`config.mk`:
```
export PLATFORM = sky130hd
export DESIGN_NAME = relay_net_ie_formatter
export DESIGN_NICKNAME = d
export VERILOG_FILES = /design/src/pkg/relay_ie_pkg.sv /design/src/design/relay_net_ie_formatter.sv
export SDC_FILE = /design/constraint.sdc
export NUM_CORES = 2
export LEC_CHECK = 0
export BUFFER_PORTS_ARGS = -buffer_cell sky130_fd_sc_hd__buf_2
export CORE_UTILIZATION = 35
export CTS_BUF_LIST = sky130_fd_sc_hd__clkbuf_8
export DETAILED_ROUTE_END_ITERATION = 7
export SETUP_SLACK_MARGIN = 0.4
export SLEW_MARGIN = 25
export SYNTH_ARGS = -nofsm -noshare
export SYNTH_HDL_FRONTEND = slang
export SYNTH_SLANG_ARGS = --single-unit
```
`constraint.sdc`:
```
create_clock -name ref_clk -period 7 [get_ports ref_clk]
set_input_delay 1.4 -clock ref_clk [delete_from_list [all_inputs] [get_ports ref_clk]]
set_output_delay 1.4 -clock ref_clk [all_outputs]
set_load 0.01 [all_outputs]
```
`src/pkg/relay_ie_pkg.sv`:
```
package relay_ie_pkg;

  // ************************************************************
  // register map (byte addresses, one 32-bit word each)
  // ************************************************************
  localparam logic [7:0] REG_CTRL      = 8'h00;
  localparam logic [7:0] REG_CSF       = 8'h04;
  localparam logic [7:0] REG_SSF       = 8'h08;
  localparam logic [7:0] REG_BMAP_ADDR = 8'h0c;
  localparam logic [7:0] REG_BMAP_DATA = 8'h10;
  localparam logic [7:0] REG_PEND_CLR  = 8'h14;
  localparam logic [7:0] REG_PEND_DATA = 8'h18;
  localparam logic [7:0] REG_ACK_CTRL  = 8'h1c;
  localparam logic [7:0] REG_ACK_DATA  = 8'h20;
  localparam logic [7:0] REG_STATUS    = 8'h24;
  localparam logic [7:0] REG_RX        = 8'h28;

  // ************************************************************
  // field positions
  // ************************************************************
  localparam int CTRL_ENABLE   = 0;
  localparam int CTRL_REPEATER = 1;
  localparam int CTRL_COORD    = 2;
  localparam int CTRL_TIER_LSB = 4;
  localparam int SSF_GLA_LSB   = 9;
  localparam int STAT_BUSY     = 0;
  localparam int STAT_ORD_ERR  = 1;
  localparam int STAT_TYPE_ERR = 2;
  localparam int STAT_CNT_LSB  = 8;

  // ************************************************************
  // encodings and limits
  // ************************************************************
  localparam logic [1:0] ACK_END_TO_END = 2'b00;
  localparam logic [1:0] ACK_SLOT_LINK  = 2'b01;
  localparam logic [1:0] ACK_GROUP      = 2'b10;
  localparam logic [1:0] ACK_RESERVED   = 2'b11;
  localparam logic [4:0] BMAP_ORD_BIAS  = 5'd3;
  localparam logic [4:0] BMAP_ORD_MAX   = 5'd9;
  localparam logic [7:0] BMAP_MAX_OCT   = 8'd64;
  localparam int         PEND_DEPTH     = 16;
  localparam int         ACK_DEPTH      = 15;
  localparam logic [7:0] TIME_OCTETS    = 8'd6;
  localparam logic [7:0] CSF_OCTETS     = 8'd2;
  localparam logic [7:0] RELAY_OCTETS   = 8'd2;
  localparam logic [15:0] CSF_RESET     = 16'h0000;

  typedef enum logic [2:0] {KIND_BEACON, KIND_DATA, KIND_ACK, KIND_CMD, KIND_FRAG} frame_kind_t;
  typedef enum logic [1:0] {IE_FRAG, IE_PAN, IE_RELAY, IE_ACKD} ie_sel_t;
  typedef enum logic {ST_IDLE, ST_EMIT} emit_state_t;

  typedef struct packed {
    logic        src_pan_present;
    logic        dst_pan_present;
    logic [1:0]  src_mode;
    logic [1:0]  dst_mode;
    logic [15:0] src_pan;
    logic [15:0] dst_pan;
    logic [63:0] src_addr;
    logic [63:0] dst_addr;
  } hdr_t;

  typedef struct packed {
    logic [7:0] data;
    logic       first;
    logic       last;
  } tx_byte_t;

  typedef struct packed {
    logic        valid;
    logic        is_ack_ctrl;
    logic [15:0] word;
  } rx_ie_t;

endpackage

```
`src/design/relay_net_ie_formatter.sv`:
```
// Operation
// - addressing field: src/dst pan, src/dst address
// - addressing values copied from fragmented frame header
// - presence bits and mode fields reflect included subfields
// - enhanced beacons carry the pan descriptor
// - descriptor: superframe spec, time, relaying, pending
// - superframe spec orders and slot counts layout
// - slot counts: prioritized device, coordinator outward
// - timestamp is start of transmit slot
// - relaying spec then beacon bitmap of 1..64 octets
// - bitmap bit one when neighbour beacon occupies slot
// - bitmap length from order difference, capped 64
// - pending count octet then pending identifiers
// - pending identifier tier, slot, superframe index layout
// - tier of generating node, coordinator is zero
// - data, ack, command frames carry relaying spec
// - relaying spec tier, repeater, grade, sync, index
// - repeater flag one only for repeater
// - sync flag one at first slotted-superframe
// - index counts from coordinator cycle start
// - ack descriptor: control, time, sequence list
// - ack control type, group count, reserved layout
// - ack type encodings; reserved value never sent
// - group mode lists sequence numbers, count matches
module relay_net_ie_formatter
  import relay_ie_pkg::*;
(
  input  wire logic        ref_clk,
  input  wire logic        resetn,
  input  wire logic        psel,
  input  wire logic        penable,
  input  wire logic        pwrite,
  input  wire logic [7:0]  paddr,
  input  wire logic [31:0] pwdata,
  output logic [31:0]      prdata,
  output logic             pready,
  output logic             pslverr,
  input  wire logic        req_valid,
  input  wire frame_kind_t req_kind,
  input  wire hdr_t        req_hdr,
  input  wire logic [47:0] slot_start_us,
  output logic             req_ready,
  output tx_byte_t         tx_byte,
  output logic             tx_valid,
  input  wire logic        tx_ready,
  input  wire rx_ie_t      rx_ie
);

  // ************************************************************
  // state
  // ************************************************************
  logic [31:0] prdata_ff;
  logic        pready_ff;
  logic        pslverr_ff;
  logic [7:0]  ctrl_ff;
  logic [15:0] csf_ff;
  logic [10:0] ssf_ff;
  logic [3:0]  bmap_addr_ff;
  logic [7:0]  bmap_mem [64];
  logic [15:0] pend_mem [PEND_DEPTH];
  logic [4:0]  pend_cnt_ff;
  logic [1:0]  ack_type_ff;
  logic [7:0]  ack_mem [ACK_DEPTH];
  logic [3:0]  ack_cnt_ff;
  logic        ord_err_ff;
  logic        type_err_ff;
  logic [15:0] rx_relay_ff;
  logic [5:0]  rx_ack_ff;
  logic [15:0] byte_cnt_ff;
  emit_state_t state_ff;
  ie_sel_t     ie_ff;
  logic        ack_follow_ff;
  logic [7:0]  idx_ff;
  hdr_t        hdr_ff;
  logic [47:0] time_ff;
  logic        req_ready_ff;
  tx_byte_t    tx_ff;
  logic        tx_valid_ff;

  logic        wr_en;
  logic        rd_en;
  logic        addr_ok;
  logic [31:0] rd_c;
  logic [15:0] relay_word;
  logic [7:0]  bmap_len;
  logic        ord_bad;
  logic [7:0]  byte_c;
  logic [7:0]  len_c;
  logic        load;

  assign prdata  = prdata_ff;
  assign pready  = pready_ff;
  assign pslverr = pslverr_ff;
  assign req_ready = req_ready_ff;
  assign tx_byte   = tx_ff;
  assign tx_valid  = tx_valid_ff;

  // ************************************************************
  // apb slave: one wait state, answer in second access cycle
  // ************************************************************
  assign wr_en = psel && penable && pready_ff && pwrite;
  assign rd_en = psel && penable && !pready_ff && !pwrite;

  always_comb
  begin
    addr_ok = 1'b1;
    rd_c    = 32'h0000_0000;
    unique case (paddr)
      REG_CTRL:      rd_c = {24'h00_0000, ctrl_ff};
      REG_CSF:       rd_c = {16'h0000, csf_ff};
      REG_SSF:       rd_c = {21'h00_0000, ssf_ff};
      REG_BMAP_ADDR: rd_c = {28'h000_0000, bmap_addr_ff};
      REG_BMAP_DATA: rd_c = 32'h0000_0000;
      REG_PEND_CLR:  rd_c = {27'h000_0000, pend_cnt_ff};
      REG_PEND_DATA: rd_c = 32'h0000_0000;
      REG_ACK_CTRL:  rd_c = {26'h000_0000, ack_cnt_ff, ack_type_ff};
      REG_ACK_DATA:  rd_c = 32'h0000_0000;
      REG_STATUS:    rd_c = {8'h00, byte_cnt_ff, 5'h00, type_err_ff, ord_err_ff, state_ff == ST_EMIT};
      REG_RX:        rd_c = {10'h000, rx_ack_ff, rx_relay_ff};
      default:       addr_ok = 1'b0;
    endcase
  end

  always_ff @(posedge ref_clk or negedge resetn)
  begin
    if (!resetn)
    begin
      pready_ff  <= 1'b0;
      pslverr_ff <= 1'b0;
      prdata_ff  <= 32'h0000_0000;
    end
    else
    begin
      pready_ff  <= psel && penable && !pready_ff;
      pslverr_ff <= psel && penable && !pready_ff && !addr_ok;
      // an unmapped access of either direction answers zero data
      if (rd_en || (psel && penable && !pready_ff && !addr_ok))
        prdata_ff <= rd_c;
    end
  end

  // ************************************************************
  // configuration registers
  // ************************************************************
  always_ff @(posedge ref_clk or negedge resetn)
  begin
    if (!resetn)
    begin
      ctrl_ff      <= 8'h00;
      csf_ff       <= CSF_RESET;
      ssf_ff       <= 11'h000;
      bmap_addr_ff <= 4'h0;
    end
    else if (wr_en)
    begin
      unique case (paddr)
        REG_CTRL:      ctrl_ff <= pwdata[7:0];
        REG_CSF:       csf_ff <= pwdata[15:0];
        REG_SSF:       ssf_ff <= pwdata[10:0];
        REG_BMAP_ADDR: bmap_addr_ff <= pwdata[3:0];
        REG_BMAP_DATA: bmap_addr_ff <= bmap_addr_ff + 4'h1;
        default:       ;
      endcase
    end
  end

  // a bitmap word covers four slot octets, lowest octet first
  always_ff @(posedge ref_clk)
  begin
    if (wr_en && paddr == REG_BMAP_DATA)
      for (int k = 0; k < 4; k++)
        bmap_mem[{bmap_addr_ff, 2'(k)}] <= pwdata[8*k +: 8];
  end

  // ************************************************************
  // pending slot list and acknowledged sequence list
  // ************************************************************
  always_ff @(posedge ref_clk or negedge resetn)
  begin
    if (!resetn)
      pend_cnt_ff <= 5'd0;
    else if (wr_en && paddr == REG_PEND_CLR)
      pend_cnt_ff <= 5'd0;
    else if (wr_en && paddr == REG_PEND_DATA && pend_cnt_ff != 5'(PEND_DEPTH))
      pend_cnt_ff <= pend_cnt_ff + 5'd1;
  end

  // entries past the depth are dropped rather than wrapping over earlier ones
  always_ff @(posedge ref_clk)
  begin
    if (wr_en && paddr == REG_PEND_DATA && pend_cnt_ff != 5'(PEND_DEPTH))
      pend_mem[pend_cnt_ff[3:0]] <= pwdata[15:0];
    if (wr_en && paddr == REG_ACK_DATA && ack_cnt_ff != 4'(ACK_DEPTH))
      ack_mem[ack_cnt_ff] <= pwdata[7:0];
  end

  always_ff @(posedge ref_clk or negedge resetn)
  begin
    if (!resetn)
    begin
      ack_type_ff <= ACK_END_TO_END;
      ack_cnt_ff  <= 4'd0;
      type_err_ff <= 1'b0;
    end
    else if (wr_en && paddr == REG_ACK_CTRL)
    begin
      // the reserved type is refused so it can never reach the air
      if (pwdata[1:0] == ACK_RESERVED)
        type_err_ff <= 1'b1;
      else
      begin
        ack_type_ff <= pwdata[1:0];
        type_err_ff <= 1'b0;
      end
      if (pwdata[2])
        ack_cnt_ff <= 4'd0;
    end
    else if (wr_en && paddr == REG_ACK_DATA && ack_cnt_ff != 4'(ACK_DEPTH))
      ack_cnt_ff <= ack_cnt_ff + 4'd1;
  end

  // ************************************************************
  // reception: reserved bits dropped
  // ************************************************************
  always_ff @(posedge ref_clk or negedge resetn)
  begin
    if (!resetn)
    begin
      rx_relay_ff <= 16'h0000;
      rx_ack_ff   <= 6'h00;
    end
    else if (rx_ie.valid)
    begin
      if (rx_ie.is_ack_ctrl)
        rx_ack_ff <= rx_ie.word[5:0];
      else
        rx_relay_ff <= rx_ie.word;
    end
  end

  // ************************************************************
  // derived fields
  // ************************************************************
  always_comb
  begin
    logic [4:0] diff;
    diff = 5'(csf_ff[3:0]) - 5'(csf_ff[7:4]);
    ord_bad  = 1'b0;
    bmap_len = 8'd1;
    if (csf_ff[3:0] < csf_ff[7:4] || diff < BMAP_ORD_BIAS)
      bmap_len = 8'd1;
    else if (diff > BMAP_ORD_MAX)
    begin
      ord_bad  = 1'b1;
      bmap_len = BMAP_MAX_OCT;
    end
    else
      bmap_len = 8'd1 << (diff - BMAP_ORD_BIAS);
  end

  // coordinator tier forced to zero; sync flag marks index zero
  assign relay_word = {ssf_ff[8:0],
                       ssf_ff[8:0] == 9'd0,
                       ssf_ff[SSF_GLA_LSB +: 2],
                       ctrl_ff[CTRL_REPEATER],
                       ctrl_ff[CTRL_COORD] ? 3'd0 : ctrl_ff[CTRL_TIER_LSB +: 3]};

  always_ff @(posedge ref_clk or negedge resetn)
  begin
    if (!resetn)
      ord_err_ff <= 1'b0;
    else
      ord_err_ff <= ord_bad;
  end

  function automatic logic [7:0] addr_octets(input logic [1:0] mode);
    unique case (mode)
      2'b00: addr_octets = 8'd0;
      2'b01: addr_octets = 8'd1;
      2'b10: addr_octets = 8'd2;
      2'b11: addr_octets = 8'd8;
    endcase
  endfunction

  // ************************************************************
  // byte selection for the element being emitted
  // ************************************************************
  always_comb
  begin
    logic [7:0] o_dp;
    logic [7:0] o_sa;
    logic [7:0] o_da;
    logic [7:0] o_bm;
    logic [7:0] o_pc;
    logic [7:0] k;
    logic [3:0] grp;
    o_dp   = 8'd1 + (hdr_ff.src_pan_present ? 8'd2 : 8'd0);
    o_sa   = o_dp + (hdr_ff.dst_pan_present ? 8'd2 : 8'd0);
    o_da   = o_sa + addr_octets(hdr_ff.src_mode);
    o_bm   = CSF_OCTETS + TIME_OCTETS + RELAY_OCTETS;
    o_pc   = o_bm + bmap_len;
    grp    = (ack_type_ff == ACK_GROUP) ? ack_cnt_ff : 4'd0;
    k      = 8'd0;
    byte_c = 8'h00;
    len_c  = 8'd1;
    unique case (ie_ff)
      IE_FRAG:
      begin
        len_c = o_da + addr_octets(hdr_ff.dst_mode);
        if (idx_ff == 8'd0)
          byte_c = {2'b00, hdr_ff.dst_mode, hdr_ff.src_mode,
                    hdr_ff.dst_pan_present, hdr_ff.src_pan_present};
        else if (idx_ff < o_dp)
        begin
          k = idx_ff - 8'd1;
          byte_c = hdr_ff.src_pan[{k[0], 3'b000} +: 8];
        end
        else if (idx_ff < o_sa)
        begin
          k = idx_ff - o_dp;
          byte_c = hdr_ff.dst_pan[{k[0], 3'b000} +: 8];
        end
        else if (idx_ff < o_da)
        begin
          k = idx_ff - o_sa;
          byte_c = hdr_ff.src_addr[{k[2:0], 3'b000} +: 8];
        end
        else
        begin
          k = idx_ff - o_da;
          byte_c = hdr_ff.dst_addr[{k[2:0], 3'b000} +: 8];
        end
      end
      IE_PAN:
      begin
        len_c = o_pc + 8'd1 + {2'b00, pend_cnt_ff, 1'b0};
        if (idx_ff < CSF_OCTETS)
          byte_c = csf_ff[{idx_ff[0], 3'b000} +: 8];
        else if (idx_ff < CSF_OCTETS + TIME_OCTETS)
        begin
          k = idx_ff - CSF_OCTETS;
          byte_c = time_ff[{k[2:0], 3'b000} +: 8];
        end
        else if (idx_ff < o_bm)
          byte_c = relay_word[{idx_ff[0], 3'b000} +: 8];
        else if (idx_ff < o_pc)
        begin
          k = idx_ff - o_bm;
          byte_c = bmap_mem[k[5:0]];
        end
        else if (idx_ff == o_pc)
          byte_c = {3'b000, pend_cnt_ff};
        else
        begin
          k = idx_ff - o_pc - 8'd1;
          byte_c = pend_mem[k[4:1]][{k[0], 3'b000} +: 8];
        end
      end
      IE_RELAY:
      begin
        len_c  = RELAY_OCTETS;
        byte_c = relay_word[{idx_ff[0], 3'b000} +: 8];
      end
      IE_ACKD:
      begin
        len_c = 8'd1 + TIME_OCTETS + {4'h0, grp};
        if (idx_ff == 8'd0)
          byte_c = {2'b00, grp, ack_type_ff};
        else if (idx_ff <= TIME_OCTETS)
        begin
          k = idx_ff - 8'd1;
          byte_c = time_ff[{k[2:0], 3'b000} +: 8];
        end
        else
        begin
          k = idx_ff - 8'd1 - TIME_OCTETS;
          byte_c = ack_mem[k[3:0]];
        end
      end
    endcase
  end

  // ************************************************************
  // request acceptance and byte sequencing
  // ************************************************************
  assign load = state_ff == ST_EMIT && (!tx_valid_ff || tx_ready);

  always_ff @(posedge ref_clk or negedge resetn)
  begin
    if (!resetn)
    begin
      state_ff      <= ST_IDLE;
      ie_ff         <= IE_RELAY;
      ack_follow_ff <= 1'b0;
      idx_ff        <= 8'd0;
      req_ready_ff  <= 1'b1;
    end
    else if (state_ff == ST_IDLE)
    begin
      if (req_valid && req_ready_ff)
      begin
        idx_ff        <= 8'd0;
        ack_follow_ff <= req_kind == KIND_ACK;
        unique case (req_kind)
          KIND_BEACON: ie_ff <= IE_PAN;
          KIND_FRAG:   ie_ff <= IE_FRAG;
          default:     ie_ff <= IE_RELAY;
        endcase
        // outside a relaying network only the fragment element is built
        if (ctrl_ff[CTRL_ENABLE] || req_kind == KIND_FRAG)
        begin
          state_ff     <= ST_EMIT;
          req_ready_ff <= 1'b0;
        end
      end
    end
    else if (load)
    begin
      if (idx_ff == len_c - 8'd1)
      begin
        idx_ff <= 8'd0;
        if (ie_ff == IE_RELAY && ack_follow_ff)
        begin
          ie_ff         <= IE_ACKD;
          ack_follow_ff <= 1'b0;
        end
        else
        begin
          state_ff     <= ST_IDLE;
          req_ready_ff <= 1'b1;
        end
      end
      else
        idx_ff <= idx_ff + 8'd1;
    end
  end

  // header and slot time are frozen for the whole frame
  always_ff @(posedge ref_clk or negedge resetn)
  begin
    if (!resetn)
    begin
      hdr_ff  <= '0;
      time_ff <= 48'h0000_0000_0000;
    end
    else if (state_ff == ST_IDLE && req_valid && req_ready_ff)
    begin
      hdr_ff  <= req_hdr;
      time_ff <= slot_start_us;
    end
  end

  always_ff @(posedge ref_clk or negedge resetn)
  begin
    if (!resetn)
    begin
      tx_ff       <= '0;
      tx_valid_ff <= 1'b0;
      byte_cnt_ff <= 16'h0000;
    end
    else if (load)
    begin
      tx_ff.data  <= byte_c;
      tx_ff.first <= idx_ff == 8'd0;
      tx_ff.last  <= idx_ff == len_c - 8'd1;
      tx_valid_ff <= 1'b1;
      byte_cnt_ff <= byte_cnt_ff + 16'h0001;
    end
    else if (tx_ready)
      tx_valid_ff <= 1'b0;
  end

endmodule

```
==> report_table.html <==
<table>
<tr><th>Metric</th><th>Value</th></tr>
<tr><th colspan="2">Clocking</th></tr>
<tr><td>Clock root buffer master</td><td>clkbuf_8</td></tr>
<tr><td>Worst skew pair latency</td><td>920 ps</td></tr>
<tr><td>Postcts setup bufs</td><td>0</td></tr>
<tr><td>Clock input transition at the sequential cells of the worst setup and hold paths</td><td>60 ps</td></tr>
<tr><td>TritonCTS buffer count</td><td>204</td></tr>
<tr><td>Maximum number of buffers from clock root to sink</td><td>3</td></tr>
<tr><td>Htree depth</td><td>4</td></tr>
<tr><td>Clock tree from TritonCTS</td><td>yes</td></tr>
<tr><td>Hold buffer count at CTS</td><td>0</td></tr>
<tr><td>Total clock sinks</td><td>1,242</td></tr>
<tr><th colspan="2">Synth</th></tr>
<tr><td>Ys async rst share</td><td>28.5%</td></tr>
<tr><td>Post-synthesis sequential area ratio</td><td>66.5%</td></tr>
<tr><td>Most instantiated flip-flop cell in the synthesis netlist</td><td>edfxtp_1</td></tr>
<tr><td>Area of the mapped netlist</td><td>53,400 um^2</td></tr>
<tr><td>Synthesis warning total</td><td>0</td></tr>
<tr><td>Number of standard cells after synthesis</td><td>3,492</td></tr>
<tr><td>Synth cell types</td><td>89</td></tr>
<tr><td>Average cell area after synthesis</td><td>15.3 um^2</td></tr>
<tr><td>Flip-flop and latch count after synthesis</td><td>1,242</td></tr>
<tr><td>Number of enable flip-flop cells after synthesis</td><td>888</td></tr>
<tr><th colspan="2">Floorplan</th></tr>
<tr><td>Chip height</td><td>393 um</td></tr>
<tr><td>Die X-Extent</td><td>393 um</td></tr>
<tr><td>Starting utilization of the core area</td><td>35.2%</td></tr>
<tr><td>Placement row count</td><td>143</td></tr>
<tr><td>Total I/O pin count</td><td>328</td></tr>
<tr><td>Die Outline Area</td><td>154,000 um^2</td></tr>
<tr><td>Area inside the core boundary</td><td>152,000 um^2</td></tr>
<tr><th colspan="2">Cells and area</th></tr>
<tr><td>Count of fill cells added during filler insertion</td><td>13,848</td></tr>
<tr><td>Multi-input gate area</td><td>17,200 um^2</td></tr>
<tr><td>Storage element area</td><td>35,500 um^2</td></tr>
<tr><td>Fraction of final layout cells sized beyond drive strength 1</td><td>27.9%</td></tr>
<tr><td>Area growth from synthesis to layout</td><td>16.4%</td></tr>
<tr><td>Post-Route Utilization</td><td>41.0%</td></tr>
<tr><td>Number of nets in the layout</td><td>4,259</td></tr>
<tr><td>Total non-filler cell area in the finished layout</td><td>62,200 um^2</td></tr>
<tr><th colspan="2">Timing</th></tr>
<tr><td>Final slew viol count</td><td>0</td></tr>
<tr><td>Final hold slack</td><td>472 ps</td></tr>
<tr><td>Final worst-path cycle share</td><td>89.3%</td></tr>
<tr><td>Worst Tran Pin Value</td><td>1060 ps</td></tr>
<tr><td>Hold violation total from the final report</td><td>0</td></tr>
<tr><td>Number of failing setup endpoints in the final timing report</td><td>0</td></tr>
<tr><td>Setup repair after global routing missed its margin</td><td>true</td></tr>
<tr><td>Worst Skew</td><td>49.3 ps</td></tr>
<tr><td>Clock period minus final worst setup slack</td><td>6250 ps</td></tr>
<tr><td>Worst slew margin relative to its limit</td><td>29.0%</td></tr>
<tr><td>FMAX</td><td>160 MHz</td></tr>
<tr><td>Setup TNS after final layout</td><td>0 ps</td></tr>
<tr><th colspan="2">Detailed routing</th></tr>
<tr><td># DRC</td><td>0</td></tr>
<tr><td>Routed wirelength normalized by instance count</td><td>23.8 um</td></tr>
<tr><td>Detailed-router iteration count before antenna repair</td><td>5</td></tr>
<tr><td>Number of DRC markers in iteration 0</td><td>2,845</td></tr>
<tr><td>Number of vias after detailed routing</td><td>31,990</td></tr>
<tr><td>Routed Antenna Nets</td><td>0</td></tr>
<tr><td>Routed WL</td><td>146 mm</td></tr>
<tr><td>Post-detailed-route via-to-cell ratio</td><td>5.22</td></tr>
<tr><th colspan="2">Placement</th></tr>
<tr><td>Area of placed instances</td><td>57,900 um^2</td></tr>
<tr><td>Buffers added on ports</td><td>319</td></tr>
<tr><td>Global placement routability congestion</td><td>0.871</td></tr>
<tr><td>Sum of net half-perimeters after detailed placement</td><td>94.3 mm</td></tr>
<tr><th colspan="2">Setup path</th></tr>
<tr><td>Category of the worst setup path capture point</td><td>flop</td></tr>
<tr><td>Setup CP Type</td><td>reg2reg</td></tr>
<tr><td>Startpoint Class</td><td>flop</td></tr>
<tr><td>CP Cell Sequence</td><td>inv_1, ha_1, fa_2, inv_1, ha_2, xor2_2, o211ai_1, a21oi_4, nor2_1, ha_1, fa_4, buf_4, mux4_2, mux4_2, mux2i_1, nor3_1, nor3_1, a211oi_1, o21ai_0, a31oi_1</td></tr>
<tr><td>Standard cell with the maximum stage delay on the critical path</td><td>fa_4</td></tr>
<tr><td>Critical path data arrival time</td><td>7030 ps</td></tr>
<tr><td>Critical path peak fanout</td><td>14</td></tr>
<tr><td>Origin of the critical flop-to-flop path</td><td>csf_ff[0]</td></tr>
<tr><td>CP max stage delay</td><td>1030 ps</td></tr>
<tr><td>CP Launch Point</td><td>csf_ff[0]</td></tr>
<tr><td>Req. time, crit path</td><td>7770 ps</td></tr>
<tr><th colspan="2">Run status</th></tr>
<tr><td>Run status</td><td>complete, no violations</td></tr>
<tr><th colspan="2">Pwr</th></tr>
<tr><td>Worst supply voltage drop on vdd</td><td>0.000360 V</td></tr>
<tr><td>Standby leakage power</td><td>23.6 nW</td></tr>
<tr><td>Pwr/cell area</td><td>409 nW/um^2</td></tr>
<tr><th colspan="2">Global route</th></tr>
<tr><td>Global-route wire length before repair</td><td>214 mm</td></tr>
<tr><td>Largest net degree at the start of global routing</td><td>134</td></tr>
<tr><td>Total grt overflow</td><td>0</td></tr>
<tr><td>Antenna violations before repair</td><td>26</td></tr>
<tr><td>Vias in the first global route</td><td>32,313</td></tr>
<tr><td>GRT Total Usage</td><td>18.8%</td></tr>
<tr><th colspan="2">Min path</th></tr>
<tr><td>Worst min-delay path startpoint</td><td>hdr_ff[102]</td></tr>
<tr><td>Hold/Removal Path Class</td><td>reg2reg</td></tr>
<tr><th colspan="2">Job</th></tr>
<tr><td>Max-capacitance violation count</td><td>0</td></tr>
</table>
-- kinds of logic (layout without fill, tap and decap cells) --
| kind of cell | Yosys count | count (layout) | share of synthesized area [%] |
|---|---|---|---|
| flip-flops | 1242 | 1242 | 66.5 |
| adder cells (fa/ha/maj) | 60 | 60 | 1.50 |
| buffers and inverters | 247 | 836 | 1.88 |
| other | 1 | 16 | 0.00702 |
| multiplexers | 475 | 475 | 16.5 |
| XOR/XNOR | 52 | 52 | 0.927 |
| AND/OR/NAND/NOR | 1071 | 1071 | 8.39 |
| AO/OA/AOI/OAI | 344 | 344 | 4.27 |
-- sequential cells by signal (all words and copies together), names as in the netlist, 2 cells and up --
register and cells:
ack_cnt_ff 4, ack_mem 120, ack_type_ff 2, bmap_addr_ff 4
bmap_mem 512, byte_cnt_ff 16, csf_ff 16, ctrl_ff 8
hdr_ff 166, idx_ff 8, ie_ff 2, pend_cnt_ff 5
pend_mem 256, prdata 24, rx_ack_ff 6, rx_relay_ff 16
ssf_ff 11, time_ff 48, tx_byte 10
-- routing by layer --
metal	up-vias	GRT usage, %	share of wire (%)
li1	14087	-	-
met1	16502	25.3	43
met2	1123	30.4	48
met3	246	4.34	7.1
met4	32	5.16	2.2
met5	-	0	0.16
-- cell usage after synthesis, types with 17 or more instances --
cell type	number	share of area, %
edfxtp_1	888	50
nand2_1	759	5.3
dfrtp_1	352	16
mux4_2	319	13
clkbuf_1	139	0.98
nor2_1	112	0.79
mux2i_1	86	1.6
o21ai_0	85	0.80
a21oi_1	80	0.75
mux2_2	70	1.5
ha_1	53	1.2
inv_1	53	0.37
nor3_1	48	0.45
nand3_1	34	0.32
xnor2_1	31	0.51
buf_2	26	0.24
a22oi_1	21	0.30
a211oi_1	20	0.28
and2_1	18	0.21
nor2b_1	18	0.21
xor2_1	18	0.30
a221oi_1	17	0.28
a22o_1	17	0.28
-- power by group --
| part | internal [mW] | switching [mW] |
|---|---|---|
| registers | 8.63 | 0.630 |
| clock network | 3.33 | 3.07 |
| logic | 4.29 | 5.45 |
| total | 16.3 | 9.15 |
-- cell type report --
| type | count | share of cell area, % |
|---|---|---|
| inverters | 54 | 0.326 |
| diodes | 8 | 0.0322 |
| well taps | 2030 | 4.08 |
| flip-flops and latches | 1242 | 57.1 |
| multi-input cells | 2010 | 27.7 |
| repair buffers | 405 | 4.07 |
| clock buffers | 231 | 5.11 |
| clock inverters | 146 | 1.56 |
-- placed cells by master (no fill, tap or decap), drive strengths merged, types with 17 or more instances in the layout --
cell / Yosys / routed
xnor2: 32 / 32
clkbuf: 140 / 231
a21oi: 81 / 81
nand2: 759 / 759
mux4: 319 / 319
mux2i: 86 / 86
a211oi: 20 / 20
ha: 53 / 53
mux2: 70 / 70
buf: 53 / 405
inv: 53 / 127
nor3: 48 / 48
dfrtp: 352 / 352
o21ai: 86 / 86
a22oi: 21 / 21
edfxtp: 888 / 888
and2: 19 / 19
clkinv: 1 / 64
nor2: 113 / 113
xor2: 19 / 19
nand3: 34 / 34
a22o: 17 / 17
a221oi: 17 / 17
nor2b: 18 / 18
-- critical path, delay by kind of cell (launching register included) --
kind	cells	cell delay [ps]
buffers and inverters	3	390
XOR/XNOR	1	310
multiplexers	3	1370
AO/OA/AOI/OAI	5	860
AND/OR/NAND/NOR	3	490
flip-flops	1	370
adder cells (fa/ha/maj)	5	2310
-- per-stage QoR --
stage	worst slack [ps]	instances	power [mW]
2_1_floorplan	1090	3499	15.8
3_3_place_gp	820	5729	19.1
3_5_place_dp	742	5739	19.2
4_1_cts	713	6116	25.7
5_1_grt	385	6120	26.7
6_report	747	6126	25.4
-- path summary, 6_finish.rpt --
check	to	slack [ps]	depth (start not counted)
worst max register to register	tx_byte[4]	750	20
worst max-delay path	tx_byte[4]	750	20
min in group asynchronous	hdr_ff[92]	510	1
worst min register to register	hdr_ff[102]	470	2
max in group asynchronous	time_ff[24]	5020	2
worst min-delay path	hdr_ff[102]	470	2
-- what timing repair did --
item,in CTS,in global routing
endpoints found under the setup margin,0,17
endpoints found under the hold margin,0,0
gates resized for setup,0,4
Power figures use the tool's default switching activity.
